[config.mk]
export PLATFORM = sky130hd
export DESIGN_NAME = tcw_cmd_unit
export DESIGN_NICKNAME = d
export VERILOG_FILES = /design/src/rtl/tcw_axil_slave.v /design/src/rtl/tcw_cmd_unit.v /design/src/rtl/tcw_fix_select.v
export VERILOG_INCLUDE_DIRS = /design/src /design/src/rtl
export SDC_FILE = /design/constraint.sdc
export NUM_CORES = 1
export LEC_CHECK = 0
export BUFFER_PORTS_ARGS = -buffer_cell sky130_fd_sc_hd__buf_2
export CORE_MARGIN = 1.5
export CORE_UTILIZATION = 40
export CTS_CLUSTER_DIAMETER = 80
export DETAILED_ROUTE_END_ITERATION = 10
export PLACE_DENSITY = 0.69
export SLEW_MARGIN = 20
export SYNTH_ARGS = -nofsm -noshare
export SYNTH_HDL_FRONTEND = slang
export SYNTH_SLANG_ARGS = --single-unit
[constraint.sdc]
create_clock -name aclk -period 1.8 [get_ports aclk]
set_clock_uncertainty 0.05 [all_clocks]
set_input_delay 0 -clock aclk [delete_from_list [all_inputs] [get_ports aclk]]
set_output_delay 0 -clock aclk [all_outputs]
set_load 0.05 [all_outputs]
[src/rtl/tcw_regs.vh]
`ifndef TCW_REGS_VH
`define TCW_REGS_VH
// Command and status codes.
`define TCW_CMD_BUF_CFG_WR    8'h66
`define TCW_CMD_SGL_CFG_WR    8'h12
`define TCW_CMD_SGL_FIX_PROG  8'h1F
`define TCW_CMD_BUF_FIX_PROG  8'h24
`define TCW_CMD_SGL_FIX_READ  8'h46
`define TCW_CMD_BUF_FIX_READ  8'h47
`define TCW_ST_OK             8'h00
`define TCW_ST_NO_CARRIER     8'h05
`define TCW_ST_PWD_OFF        8'h0A
// Configuration word addresses.
`define TCW_CFG_CTRL_WORD     8'h02
`define TCW_FIRST_DATA_WORD   8'h03
// Tag type codes, two ASCII characters.
`define TCW_TT_02             16'h3032
`define TCW_TT_11             16'h3131
`define TCW_TT_50             16'h3530
`define TCW_TT_52             16'h3532
// Read source selection reported for fixcode reads.
`define TCW_SRC_NONE          2'h0
`define TCW_SRC_FAM1_CODE     2'h1
`define TCW_SRC_FAM2_COMPAT   2'h2
`define TCW_SRC_FAM2_NATIVE   2'h3
`define TCW_COMPAT_BYTES      8'h08
`define TCW_NATIVE_BYTES      8'h04
// AXI4-Lite register byte offsets.
`define TCW_REG_CTRL          4'h0
`define TCW_REG_STATUS        4'h4
`define TCW_REG_IRQ_STAT      4'h8
`define TCW_REG_IRQ_MASK      4'hC
// Control register fields.
`define TCW_CTRL_PWD_BIT      0
`define TCW_CTRL_TT_LSB       16
`define TCW_CTRL_RST          32'h0000_0000
`define TCW_IRQ_W             3
`endif
[src/rtl/tcw_axil_slave.v]
`timescale 1ns/1ps
`default_nettype none
`include "tcw_regs.vh"
// AXI4-Lite slave holding control, mask and read-to-clear event status.
module tcw_axil_slave (
  input  wire        aclk,
  input  wire        aresetn,
  input  wire [3:0]  awaddr,
  input  wire        awvalid,
  output wire        awready,
  input  wire [31:0] wdata,
  input  wire [3:0]  wstrb,
  input  wire        wvalid,
  output wire        wready,
  output wire [1:0]  bresp,
  output wire        bvalid,
  input  wire        bready,
  input  wire [3:0]  araddr,
  input  wire        arvalid,
  output wire        arready,
  output wire [31:0] rdata,
  output wire [1:0]  rresp,
  output wire        rvalid,
  input  wire        rready,
  input  wire [31:0] status_in,
  input  wire [2:0]  events,
  output wire [31:0] ctrl,
  output wire        irq
);
  reg [31:0] ctrl_ff;   // Software control word.
  reg [2:0]  ist_ff;    // Sticky event bits.
  reg [2:0]  imask_ff;  // Interrupt enables.
  reg [3:0]  awa_ff;    // Held write address.
  reg        awh_ff;    // Write address held.
  reg [31:0] wd_ff;     // Held write data.
  reg [3:0]  ws_ff;     // Held strobes.
  reg        wh_ff;     // Write data held.
  reg        bv_ff;     // Write response pending.
  reg        rv_ff;     // Read response pending.
  reg [31:0] rd_ff;     // Read data.
  reg [1:0]  rr_ff;     // Read response code.
  reg [1:0]  br_ff;     // Write response code.
  wire       wr_go;
  wire       rd_go;
  wire       clr_ist;
  integer    i;
  assign awready = !awh_ff && !bv_ff;
  assign wready  = !wh_ff && !bv_ff;
  assign arready = !rv_ff;
  assign bvalid  = bv_ff;
  assign bresp   = br_ff;
  assign rvalid  = rv_ff;
  assign rdata   = rd_ff;
  assign rresp   = rr_ff;
  assign ctrl    = ctrl_ff;
  assign irq     = |(ist_ff & imask_ff);
  // Address and data may arrive in either order; commit once both are held.
  assign wr_go   = awh_ff && wh_ent(wh_ff) && !bv_ff;
  assign rd_go   = arvalid && !rv_ff;
  assign clr_ist = rd_go && (araddr == `TCW_REG_IRQ_STAT);
  function wh_ent;
    input v;
    wh_ent = v;
  endfunction
  ////////////////////////////////////////////////////////////////////////////
  // Write channel capture and register update.
  always @(posedge aclk) begin
    if (!aresetn) begin
      awh_ff <= 1'b0;
      wh_ff <= 1'b0;
      awa_ff <= 4'h0;
      wd_ff <= 32'h0000_0000;
      ws_ff <= 4'h0;
      bv_ff <= 1'b0;
      br_ff <= 2'h0;
      ctrl_ff <= `TCW_CTRL_RST;
      imask_ff <= 3'h0;
    end else begin
      if (awvalid && awready) begin
        awh_ff <= 1'b1;
        awa_ff <= awaddr;
      end
      if (wvalid && wready) begin
        wh_ff <= 1'b1;
        wd_ff <= wdata;
        ws_ff <= wstrb;
      end
      if (wr_go) begin
        awh_ff <= 1'b0;
        wh_ff <= 1'b0;
        bv_ff <= 1'b1;
        br_ff <= 2'h0;
        // Status registers ignore writes; unmapped offsets answer SLVERR.
        if (awa_ff == `TCW_REG_CTRL) begin
          for (i = 0; i < 4; i = i + 1) begin
            if (ws_ff[i]) begin
              ctrl_ff[i*8 +: 8] <= wd_ff[i*8 +: 8];
            end
          end
        end else if (awa_ff == `TCW_REG_IRQ_MASK) begin
          if (ws_ff[0]) begin
            imask_ff <= wd_ff[2:0];
          end
        end else if (awa_ff != `TCW_REG_STATUS && awa_ff != `TCW_REG_IRQ_STAT) begin
          br_ff <= 2'h2;
        end
      end else if (bv_ff && bready) begin
        bv_ff <= 1'b0;
      end
    end
  end
  ////////////////////////////////////////////////////////////////////////////
  // Read channel; a read of the event register clears it, new events win.
  always @(posedge aclk) begin
    if (!aresetn) begin
      rv_ff <= 1'b0;
      rd_ff <= 32'h0000_0000;
      rr_ff <= 2'h0;
      ist_ff <= 3'h0;
    end else begin
      ist_ff <= (clr_ist ? 3'h0 : ist_ff) | events;
      if (rd_go) begin
        rv_ff <= 1'b1;
        rr_ff <= 2'h0;
        case (araddr)
          `TCW_REG_CTRL:      rd_ff <= ctrl_ff;
          `TCW_REG_STATUS:    rd_ff <= status_in;
          `TCW_REG_IRQ_STAT:  rd_ff <= {29'h0000_0000, ist_ff};
          `TCW_REG_IRQ_MASK:  rd_ff <= {29'h0000_0000, imask_ff};
          default: begin
            rd_ff <= 32'h0000_0000;
            rr_ff <= 2'h2;
          end
        endcase
      end else if (rv_ff && rready) begin
        rv_ff <= 1'b0;
      end
    end
  end
endmodule
`default_nettype wire

[src/rtl/tcw_cmd_unit.v]
`timescale 1ns/1ps
`default_nettype none
`include "tcw_regs.vh"
module tcw_cmd_unit (
  input  wire        aclk,
  input  wire        aresetn,
  // Command frame from the fieldbus side, eight bytes.
  input  wire        cmd_valid,
  output wire        cmd_ready,
  input  wire [63:0] cmd_frame,
  // Response frame back to the fieldbus side.
  output wire        rsp_valid,
  output wire [63:0] rsp_frame,
  // Head side: carrier presence and configuration write job.
  input  wire        carrier_present,
  output wire        head_wr_req,
  output wire [7:0]  head_wr_addr,
  output wire [31:0] head_wr_data,
  output wire        head_verify,
  input  wire        head_wr_done,
  input  wire        head_wr_ok,
  // Control word window seen by read commands, then fixcode targets and lengths for the tag type.
  output wire [15:0] ctrl_hi_bits,
  output wire [7:0]  win_last_word,
  output wire [7:0]  win_first_word,
  output wire        win_valid,
  output wire [1:0]  fix_prog_src,
  output wire [1:0]  fix_read_src,
  output wire [7:0]  fix_prog_len,
  output wire [7:0]  fix_read_len,
  // AXI4-Lite register port.
  input  wire [3:0]  s_axi_awaddr,
  input  wire        s_axi_awvalid,
  output wire        s_axi_awready,
  input  wire [31:0] s_axi_wdata,
  input  wire [3:0]  s_axi_wstrb,
  input  wire        s_axi_wvalid,
  output wire        s_axi_wready,
  output wire [1:0]  s_axi_bresp,
  output wire        s_axi_bvalid,
  input  wire        s_axi_bready,
  input  wire [3:0]  s_axi_araddr,
  input  wire        s_axi_arvalid,
  output wire        s_axi_arready,
  output wire [31:0] s_axi_rdata,
  output wire [1:0]  s_axi_rresp,
  output wire        s_axi_rvalid,
  input  wire        s_axi_rready,
  output wire        irq
);
  ////////////////////////////////////////////////////////////////////////////
  // States of the buffered configuration write.
  localparam [2:0] ST_IDLE  = 3'h0;
  localparam [2:0] ST_START = 3'h1;
  localparam [2:0] ST_WRITE = 3'h2;
  localparam [2:0] ST_WAIT  = 3'h3;
  localparam [2:0] ST_GONE  = 3'h4;
  localparam [2:0] ST_ARRIV = 3'h5;

  reg [2:0]  state_ff;      // Command sequencer state.
  reg [2:0]  nxt_state;
  reg [7:0]  cmd_code_ff;   // Active command code.
  reg [7:0]  chan_ff;       // Channel and toggle byte.
  reg [7:0]  cfg_addr_ff;   // Configuration word address.
  reg [31:0] cfg_data_ff;   // Configuration word data.
  reg        req_ff;        // Head write request level.
  reg        rsp_v_ff;      // Response valid pulse.
  reg [7:0]  rsp_st_ff;     // Last status byte.
  reg [7:0]  rsp_cnt_ff;    // Reply counter.
  reg [31:0] ctrlw_ff;      // Last written control word.
  reg        win_v_ff;      // Control word has been written.
  reg [2:0]  evt_ff;        // One-cycle event pulses.
  reg        prev_car_ff;   // Carrier presence one cycle ago.
  reg        nxt_rsp;
  reg [7:0]  nxt_st;
  wire [31:0] sw_ctrl;      // Software control register.
  wire        pwd_mode;
  wire [15:0] tag_type;
  wire        accept;
  wire        is_buf_cfg;

  assign pwd_mode   = sw_ctrl[`TCW_CTRL_PWD_BIT];
  assign tag_type   = sw_ctrl[`TCW_CTRL_TT_LSB +: 16];
  assign cmd_ready  = (state_ff == ST_IDLE);
  assign accept     = cmd_valid && cmd_ready;
  assign is_buf_cfg = (cmd_frame[63:56] == `TCW_CMD_BUF_CFG_WR);
  assign head_wr_req  = req_ff;
  assign head_wr_addr = cfg_addr_ff;
  assign head_wr_data = cfg_data_ff;
  assign head_verify  = 1'b0;
  assign rsp_valid  = rsp_v_ff;
  // Byte 0 echo code, byte 1 channel and toggle, then status and counter.
  assign rsp_frame  = {cmd_code_ff, chan_ff, rsp_st_ff, rsp_cnt_ff, 32'h0000_0000};
  assign ctrl_hi_bits   = ctrlw_ff[31:16];
  assign win_last_word  = ctrlw_ff[15:8];
  assign win_first_word = ctrlw_ff[7:0];
  assign win_valid      = win_v_ff;

  ////////////////////////////////////////////////////////////////////////////
  // Sequencer: a write is issued only with a carrier present, retried on
  // failure, and the command rearms on each new carrier.
  always @* begin
    nxt_state = state_ff;
    nxt_rsp   = 1'b0;
    nxt_st    = rsp_st_ff;
    case (state_ff)
      ST_IDLE: begin
        if (accept && is_buf_cfg) begin
          nxt_state = ST_START;
        end else if (accept) begin
          // Other commands are handled elsewhere; answer with the echo only.
          nxt_rsp = 1'b1;
          nxt_st  = `TCW_ST_OK;
        end
      end
      ST_START: begin
        if (!pwd_mode) begin
          // Without password mode the configuration range stays locked.
          nxt_state = ST_IDLE;
          nxt_rsp   = 1'b1;
          nxt_st    = `TCW_ST_PWD_OFF;
        end else if (!carrier_present) begin
          nxt_state = ST_GONE;
          nxt_rsp   = 1'b1;
          nxt_st    = `TCW_ST_NO_CARRIER;
        end else begin
          nxt_state = ST_WRITE;
        end
      end
      ST_WRITE: begin
        if (head_wr_done && head_wr_ok) begin
          nxt_state = ST_WAIT;
          nxt_rsp   = 1'b1;
          nxt_st    = `TCW_ST_OK;
        end else if (!carrier_present) begin
          nxt_state = ST_GONE;
          nxt_rsp   = 1'b1;
          nxt_st    = `TCW_ST_NO_CARRIER;
        end
        // A failed attempt keeps the request up, so the head tries again.
      end
      ST_WAIT: begin
        // A new carrier may follow after one cycle of absence; restart silently.
        if (!carrier_present) begin
          nxt_state = ST_ARRIV;
        end
      end
      ST_ARRIV: begin
        // One cycle of absence: if a carrier is back already the swap was
        // immediate and no 05h is given.
        if (carrier_present) begin
          nxt_state = ST_START;
        end else begin
          nxt_state = ST_GONE;
          nxt_rsp   = 1'b1;
          nxt_st    = `TCW_ST_NO_CARRIER;
        end
      end
      ST_GONE: begin
        if (carrier_present) begin
          nxt_state = ST_START;
        end
      end
      default: begin
        nxt_state = ST_IDLE;
      end
    endcase
  end

  ////////////////////////////////////////////////////////////////////////////
  // Registered command fields, head request and response.
  always @(posedge aclk) begin
    if (!aresetn) begin
      state_ff    <= ST_IDLE;
      cmd_code_ff <= 8'h00;
      chan_ff     <= 8'h00;
      cfg_addr_ff <= 8'h00;
      cfg_data_ff <= 32'h0000_0000;
      req_ff      <= 1'b0;
      rsp_v_ff    <= 1'b0;
      rsp_st_ff   <= 8'h00;
      rsp_cnt_ff  <= 8'h00;
      prev_car_ff <= 1'b0;
    end else begin
      state_ff    <= nxt_state;
      rsp_v_ff    <= nxt_rsp;
      rsp_st_ff   <= nxt_st;
      prev_car_ff <= carrier_present;
      if (nxt_rsp) begin
        rsp_cnt_ff <= rsp_cnt_ff + 8'h01;
      end
      if (accept) begin
        cmd_code_ff <= cmd_frame[63:56];
        chan_ff     <= {4'h0, cmd_frame[51:48]};
        cfg_addr_ff <= cmd_frame[39:32];
        cfg_data_ff <= cmd_frame[31:0];
      end
      // Request holds through failed attempts until one succeeds or the carrier is lost.
      req_ff <= (nxt_state == ST_WRITE) && !(head_wr_done && head_wr_ok);
    end
  end

  ////////////////////////////////////////////////////////////////////////////
  // Control word capture and event pulses for the interrupt logic.
  always @(posedge aclk) begin
    if (!aresetn) begin
      ctrlw_ff <= 32'h0000_0000;
      win_v_ff <= 1'b0;
      evt_ff   <= 3'h0;
    end else begin
      evt_ff <= {carrier_present && !prev_car_ff,
                 nxt_rsp && (nxt_st == `TCW_ST_NO_CARRIER),
                 state_ff == ST_WRITE && head_wr_done && head_wr_ok};
      if (state_ff == ST_WRITE && head_wr_done && head_wr_ok &&
          cfg_addr_ff == `TCW_CFG_CTRL_WORD) begin
        ctrlw_ff <= cfg_data_ff;
        win_v_ff <= 1'b1;
      end
    end
  end

  ////////////////////////////////////////////////////////////////////////////
  // Register slave and tag type decode.
  tcw_axil_slave u_regs (
    .aclk      (aclk),
    .aresetn   (aresetn),
    .awaddr    (s_axi_awaddr),
    .awvalid   (s_axi_awvalid),
    .awready   (s_axi_awready),
    .wdata     (s_axi_wdata),
    .wstrb     (s_axi_wstrb),
    .wvalid    (s_axi_wvalid),
    .wready    (s_axi_wready),
    .bresp     (s_axi_bresp),
    .bvalid    (s_axi_bvalid),
    .bready    (s_axi_bready),
    .araddr    (s_axi_araddr),
    .arvalid   (s_axi_arvalid),
    .arready   (s_axi_arready),
    .rdata     (s_axi_rdata),
    .rresp     (s_axi_rresp),
    .rvalid    (s_axi_rvalid),
    .rready    (s_axi_rready),
    .status_in ({rsp_cnt_ff, rsp_st_ff, 5'h00, win_v_ff, carrier_present, 1'b0, 5'h00, state_ff}),
    .events    (evt_ff),
    .ctrl      (sw_ctrl),
    .irq       (irq)
  );

  tcw_fix_select u_fix (
    .tag_type (tag_type),
    .prog_src (fix_prog_src),
    .read_src (fix_read_src),
    .prog_len (fix_prog_len),
    .read_len (fix_read_len)
  );
endmodule
`default_nettype wire

[src/rtl/tcw_fix_select.v]
`timescale 1ns/1ps
`default_nettype none
`include "tcw_regs.vh"
// Decides what the fixcode program and read commands act on for a tag type.
module tcw_fix_select (
  input  wire [15:0] tag_type,
  output reg  [1:0]  prog_src,
  output reg  [1:0]  read_src,
  output reg  [7:0]  prog_len,
  output reg  [7:0]  read_len
);
  // Program and read targets differ for types 50 and 52, hence two decodes.
  always @* begin
    prog_src = `TCW_SRC_NONE;
    read_src = `TCW_SRC_NONE;
    prog_len = 8'h00;
    read_len = 8'h00;
    case (tag_type)
      `TCW_TT_02, `TCW_TT_11: begin
        prog_src = `TCW_SRC_FAM1_CODE;
        read_src = `TCW_SRC_FAM1_CODE;
      end
      `TCW_TT_50: begin
        prog_src = `TCW_SRC_FAM2_COMPAT;
        prog_len = `TCW_COMPAT_BYTES;
        read_src = `TCW_SRC_FAM2_NATIVE;
        read_len = `TCW_NATIVE_BYTES;
      end
      `TCW_TT_52: begin
        read_src = `TCW_SRC_FAM2_COMPAT;
        read_len = `TCW_COMPAT_BYTES;
      end
      default: begin
        prog_src = `TCW_SRC_NONE;
      end
    endcase
  end
endmodule
`default_nettype wire

==> impl_metrics.yaml, run 1 <==
finish:
  mostFrequentLayoutCells: "nand2_1 (261), buf_2 (250), dfxtp_1 (209), a21oi_1 (153), dlygate4sd3_1 (105)"
  fillers: 1835
  final_cell_area_um2: 13000
  nets: 1576
  area_growth_pct: 48.2
  drive_above_1_share: 0.319
  final_common_cell: "nand2_1"
  n_antenna_cell: 0
clock_network:
  clk_pin_slew_ps: 60
  htreeDepth: 1
  clock_tree.root_cell: "clkbuf_16"
  cts_buffers: 25
  cts.sinks: 226
  clk_latency_ps: 520
  cts.path.max_buffers: 3
  cts_tree: "yes"
sta:
  layout_min_cycle_time_ps: 1950
  rsz0062_at_grt: "yes"
  max_freq_ghz: 0.514
  hold_viol_final: 0
  period_share: 1.08
  setup_viol: 40
  drv_slew: 0
  finalWorstSetupSlack_ps: -146
critical_path:
  worstPathArrival_ps: 2330
  path_class: "register to register"
  cpMaxStageDelayCell: "or3b_4"
  rrSetupSlack_ps: -150
  cp.required_ps: 2190
  slowest_delay_ps: 440
  startpoint_type: "register"
  crit_chain: "or3b_4, nor2_4, buf_6, and3_4, clkbuf_16, nand2_1, a21oi_1"
  end_kind: "register"
  worstPathMaxFanout: 8
  crit_buf_inv: 2
  crit_family: "simple AND/OR/NAND/NOR gates"
routing:
  ant_nets: 0
  firstDrtPassIters: 5
  vias: 8816
  drc: 0
  drt-vias-per-instance: 5.06
  wl_per_cell_um: 16.2
  drtIter0Drc: 520
  wl_um: 28200
floorplanning:
  ios: 322
  coreArea_um2: 21300
  rows: 53
  dieWidth_um: 151
  start_util: 0.412
  die_h_um: 151
  die_area_um2: 22800
status:
  violations: "setup timing"
  status: "complete, but fails checks"
global_route:
  grt_pass1_vias: 7980
  grtUsageTotal: 0.225
  overflow: 0
  grt_max_degree: 69
  grt_antenna_before_repair: 0
  grt_pass1_wl_um: 41000
pwr:
  powerDensity_nw_per_um2: 908
  p_leak_nw: 5.83
  ir_worst_vdd_mv: 0.631
place:
  place_congestion: 0.834
  pre_cts_ws_ps: -146
  place_area_um2: 10400
  post-dp-hpwl_um: 17000
  place.port_buffers: 257
synthesis:
  synth_area_um2: 8760
  synth_cell_type_count: 46
  async_reset_ff_frac: 0
  ys_seq_elements: 226
  synth_flop_cell: "dfxtp_1"
  avgSynthCellArea_um2: 8.05
  postSynthCellCount: 1089
  yosysWarnings: 0
  ys_seq_area_frac: 0.516
  synth-edff-count: 0
job:
  drv_cap: 0
hold_path:
  worst_hold_path_type: "primary input to register"
[registers in the layout, indices dropped and copies added (netlist names), 3 cells and up]
register / cells
rsp_st_ff: 8
rsp_cnt_ff: 8
u_regs.ist_ff: 3
head_wr_data: 32
u_regs.awa_ff: 4
u_regs.ctrl: 32
evt_ff: 3
u_regs.imask_ff: 3
ctrlw_ff: 32
cmd_code_ff: 8
state_ff: 3
head_wr_addr: 8
u_regs.ws_ff: 4
chan_ff: 4
u_regs.rdata: 32
u_regs.wd_ff: 32
[metrics by stage]
stage | std cells | hold WS [ps] | setup TNS, ps | util | total power [W]
final | 1744 | 4.08 | -2220 | 0.610 | 0.0118
after global routing | 1744 | 32.6 | -3700 | 0.610 | 0.0122
after CTS | 1728 | 2.72 | -504 | 0.579 | 0.0118
after detailed placement | 1580 | 136 | -2750 | 0.487 | 0.00690
after global placement | 1580 | 134 | -1390 | 0.487 | 0.00688
after floorplan | 1140 | 41.5 | -225 | - | 0.00656
[per-layer routing]
| metal | share of wire | track usage | routed length (µm) | vias to the layer above |
|---|---|---|---|---|
| met5 | 0 | 0 | 0 | - |
| met1 | 0.42 | 0.291 | 11800 | 4068 |
| met4 | 0.034 | 0.0835 | 958 | 0 |
| met3 | 0.070 | 0.0431 | 1980 | 78 |
| li1 | - | - | - | 4312 |
| met2 | 0.48 | 0.372 | 13500 | 358 |
[cells by family (layout without fill, tap and decap cells)]
logic type	Yosys count	in the layout	synth area share
flip-flops	226	226	0.516
adder cells (fa/ha/maj)	1	1	0.00143
buffers and inverters	137	465	0.0857
AO/OA/AOI/OAI	233	234	0.147
other	1	52	0.000428
multiplexers	11	11	0.0126
AND/OR/NAND/NOR	478	478	0.235
XOR/XNOR	2	2	0.00200
[cells in the mapped netlist, types with 2 or more instances]
master	instances	area share
a211oi_1	3	0.0026
a21oi_1	182	0.10
a221oi_1	18	0.018
a22oi_1	3	0.0026
a32oi_1	3	0.0030
and2_1	5	0.0036
and3_1	8	0.0057
buf_2	15	0.0086
buf_4	54	0.046
buf_6	2	0.0026
clkbuf_1	59	0.025
dfxtp_1	226	0.52
inv_1	5	0.0021
mux2i_1	11	0.013
nand2_1	296	0.13
nand2b_1	5	0.0036
nand3_1	53	0.030
nor2_1	49	0.021
nor2b_1	6	0.0043
nor3_1	33	0.019
nor4_1	5	0.0036
nor4b_1	4	0.0040
o21ai_0	16	0.0091
or3_1	6	0.0043
[worst reg2reg max path, stage by stage (launching register included)]
cell and delay (ps):
dfxtp_4 370, or3b_4 440, nor2_4 120, buf_6 120, and3_4 300, clkbuf_16 230
nand2_1 90, a21oi_1 150
[area by class of cell]
cell class	instances	area [µm²]	share of cell area
sequential	226	4560	0.351
tap	275	344	0.0265
timing repair buffer	419	3070	0.236
multi-input combinational	778	4240	0.326
inverter	6	27.5	0.00212
clock inverter	6	33.8	0.00260
clock buffer	34	719	0.0554
[power by group]
group,switching [W],leakage (nW),internal (W)
logic,0.00117,3.60,0.000530
clock network,0.00200,0.379,0.00277
registers,0.000148,1.85,0.00517
total,0.00332,5.83,0.00847
[worst paths after layout]
path              cells after the start      endpoint         start
setup / recovery                      7  ctrlw_ff[15]   state_ff[2]
hold / removal                        4  u_regs.wh_ff  s_axi_wvalid
setup reg to reg                      7  ctrlw_ff[15]   state_ff[2]
hold reg to reg                       1     evt_ff[2]   prev_car_ff
[timing repair]
action	4_1_cts	5_1_grt
hold buffers	105	0
pin swaps	6	60
gates cloned	1	7
gates resized for setup	39	122
endpoints found under the setup margin	55	51
hold endpoints to repair	143	0
buffers inserted	2	10
Note: power is estimated with default switching activity, not from simulation.
==> inputs of run 2 (changes only) <==
--- a/config.mk
+++ b/config.mk
@@ -6,12 +6,13 @@
 export SDC_FILE = /design/constraint.sdc
 export NUM_CORES = 1
 export LEC_CHECK = 0
+export ABC_AREA = 1
 export BUFFER_PORTS_ARGS = -buffer_cell sky130_fd_sc_hd__buf_2
 export CORE_MARGIN = 1.5
 export CORE_UTILIZATION = 40
 export CTS_CLUSTER_DIAMETER = 80
 export DETAILED_ROUTE_END_ITERATION = 10
-export PLACE_DENSITY = 0.69
+export PLACE_DENSITY = 0.66
 export SLEW_MARGIN = 20
 export SYNTH_ARGS = -nofsm -noshare
 export SYNTH_HDL_FRONTEND = slang
==> constraint.sdc (replaced) <==
create_clock -name aclk -period 2.5 [get_ports aclk]
set_clock_uncertainty 0.05 [all_clocks]
set_input_delay 0 -clock aclk [delete_from_list [all_inputs] [get_ports aclk]]
set_output_delay 0 -clock aclk [all_outputs]
set_load 0.05 [all_outputs]
==> run 2 against run 1 <==
Compared with the run above:
- the run now ends clean
- die area rose by 4.5%
- global-route usage fell by 0.45 points
- critical endpoint is now u_regs.awa_ff[0]
- synthesized area rose by 4.6%
- highest routed layer unchanged
- worst setup slack improved by 330 ps
- final cell count rose by 7.0%
- sequential power fell by 28%
==> impl_metrics.yaml, run 2 <==
floorplanning:
  coreArea_um2: 22600
  die_h_um: 154
  rows: 55
  die_area_um2: 23800
  start_util: 0.406
  dieWidth_um: 154
  ios: 322
sta:
  finalWorstSetupSlack_ps: 180
  slew_headroom: 0.614
  worst-slew-pin-transition_ps: 578
  rsz0062_at_grt: "no"
  layout_min_cycle_time_ps: 2320
  period_share: 0.928
  hold_viol_final: 0
  setup_viol: 0
  max_freq_ghz: 0.431
  drv_slew: 0
  finalSetupTns_ps: 0
place:
  post-dp-hpwl_um: 17600
  place.port_buffers: 257
  place_area_um2: 10400
  pre_cts_ws_ps: 645
  place_congestion: 0.853
clock_network:
  cts_buffers: 26
  clk_pin_slew_ps: 60
  cts.sinks: 226
  clk_latency_ps: 520
  htreeDepth: 1
  post-cts-setup-buffers: 0
  clock_tree.root_cell: "clkbuf_16"
  cts_tree: "yes"
  cts.path.max_buffers: 3
synthesis:
  yosysTopAreaCellShare: 0.493
  synth-edff-count: 0
  synth_compound_area_frac: 0.157
  synthMuxAreaShare: 0
  synth_cell_type_count: 38
  yosys.cell_count.top_type: "nor2_1"
  synth_area_leaders: "dfxtp_1 (49%), nor2_1 (11%), o21ai_0 (10%)"
  synthSimpleGateAreaFrac: 0.234
  async_reset_ff_frac: 0
  synth_top_area_cell: "dfxtp_1"
  synthTopCellsByCount: "nor2_1 (273), dfxtp_1 (226), o21ai_0 (190)"
  synth_top_family_by_area: "simple AND/OR/NAND/NOR gates"
  avgSynthCellArea_um2: 7.62
  synthXorXnorAreaFrac: 0.00382
  postSynthCellCount: 1203
  ys_seq_area_frac: 0.493
  synth_flop_cell: "dfxtp_1"
  yosysWarnings: 0
  synthAdderAreaFrac: 0.00136
  ys_seq_elements: 226
  synth_area_um2: 9170
finish:
  final_common_cell: "nor2_1"
  final_cell_area_um2: 12600
  fillers: 2059
  final_core_utilization: 0.560
  area_growth_pct: 37.8
  mostFrequentLayoutCells: "nor2_1 (273), buf_2 (256), dfxtp_1 (226), o21ai_0 (190), dlygate4sd3_1 (128)"
  nets: 1683
  n_antenna_cell: 0
  drive_above_1_share: 0.227
critical_path:
  slowest_delay_ps: 610
  cpMaxStageDelayCell: "dlygate4sd3_1"
  cp.required_ps: 2910
  cpMostUsedCell: "dlygate4sd3_1"
  worstPathMaxFanout: 170
  crit_family: "buffers and inverters"
  crit_chain: "dlygate4sd3_1, buf_4, buf_16, o21ai_0, dlygate4sd3_1, a21oi_1, dlygate4sd3_1"
  crit_buf_inv: 5
  worstPathArrival_ps: 2730
  startpoint_type: "primary input"
  end_kind: "register"
  path_class: "primary input to register"
status:
  status: "finished clean"
global_route:
  grt_pass1_vias: 8370
  grt_max_degree: 171
  grt_antenna_before_repair: 0
  overflow: 0
  grtUsageTotal: 0.220
  grt_pass1_wl_um: 42800
job:
  drv_cap: 0
routing:
  wl_um: 27200
  drtIter0Drc: 474
  drc: 0
  vias: 9013
  drt-vias-per-instance: 4.83
  ant_nets: 0
  wl_per_cell_um: 14.6
  firstDrtPassIters: 6
hold_path:
  worst_hold_path_type: "primary input to register"
pwr:
  ir_worst_vdd_mv: 0.638
  powerDensity_nw_per_um2: 722
  p_leak_nw: 5.76
-- run 2: cell type report --
cell class	count	area (µm²)	share of cell area
inverters	78	293	0.0232
clock buffers	38	787	0.0623
repair buffers	400	2720	0.215
clock inverters	8	121	0.00961
multi-input cells	831	3830	0.304
flip-flops and latches	226	4520	0.358
well taps	285	357	0.0282
-- run 2: path summary, 6_finish.rpt --
kind	start	slack, ps	endpoint	cells past startpoint
setup / recovery	aresetn	180	u_regs.awa_ff[0]	7
hold reg to reg	prev_car_ff	360	evt_ff[2]	1
hold / removal	s_axi_wvalid	5	u_regs.wd_ff[15]	3
setup reg to reg	state_ff[1]	190	head_wr_data[18]	8
-- run 2: tightest hold or removal path, stage by stage --
cell,delay [ps]
buf_2,80
nand2_2,230
a21oi_1,210
-- run 2: power by group --
group,internal [W],total (W),switching (W)
sequential,0.00376,0.00385,0.0000931
clock,0.00248,0.00397,0.00149
combinational,0.000390,0.00129,0.000903
-- run 2: cell families (layout without fill, tap and decap cells) --
family	count (synthesis)	after routing
AND/OR/NAND/NOR	494	494
AO/OA/AOI/OAI	280	280
flip-flops	226	226
buffers and inverters	197	524
XOR/XNOR	4	4
adder cells (fa/ha/maj)	1	1
other	1	52
-- run 2: metrics by stage --
step	total power, W	hold slack, ps	instances
3_3_place_gp	0.00502	170	1692
6_report	0.00911	5.43	1866
4_1_cts	0.00914	170	1866
5_1_grt	0.00943	50.0	1866
3_5_place_dp	0.00503	176	1692
2_1_floorplan	0.00480	84.9	1254
-- run 2: metal layers --
| layer | vias up | track usage | part of all wire |
|---|---|---|---|
| li1 | 4528 | - | - |
| met2 | 324 | 0.381 | 0.47 |
| met4 | 0 | 0.0751 | 0.030 |
| met3 | 64 | 0.0594 | 0.075 |
| met1 | 4097 | 0.264 | 0.42 |
| met5 | - | 0 | 0 |
-- run 2: repair_timing --
item | 4_1_cts | 5_1_grt
hold buffers | 128 | 0
endpoints found under the hold margin | 125 | 0
gates resized for setup | 0 | 3
endpoints found under the setup margin | 0 | 4
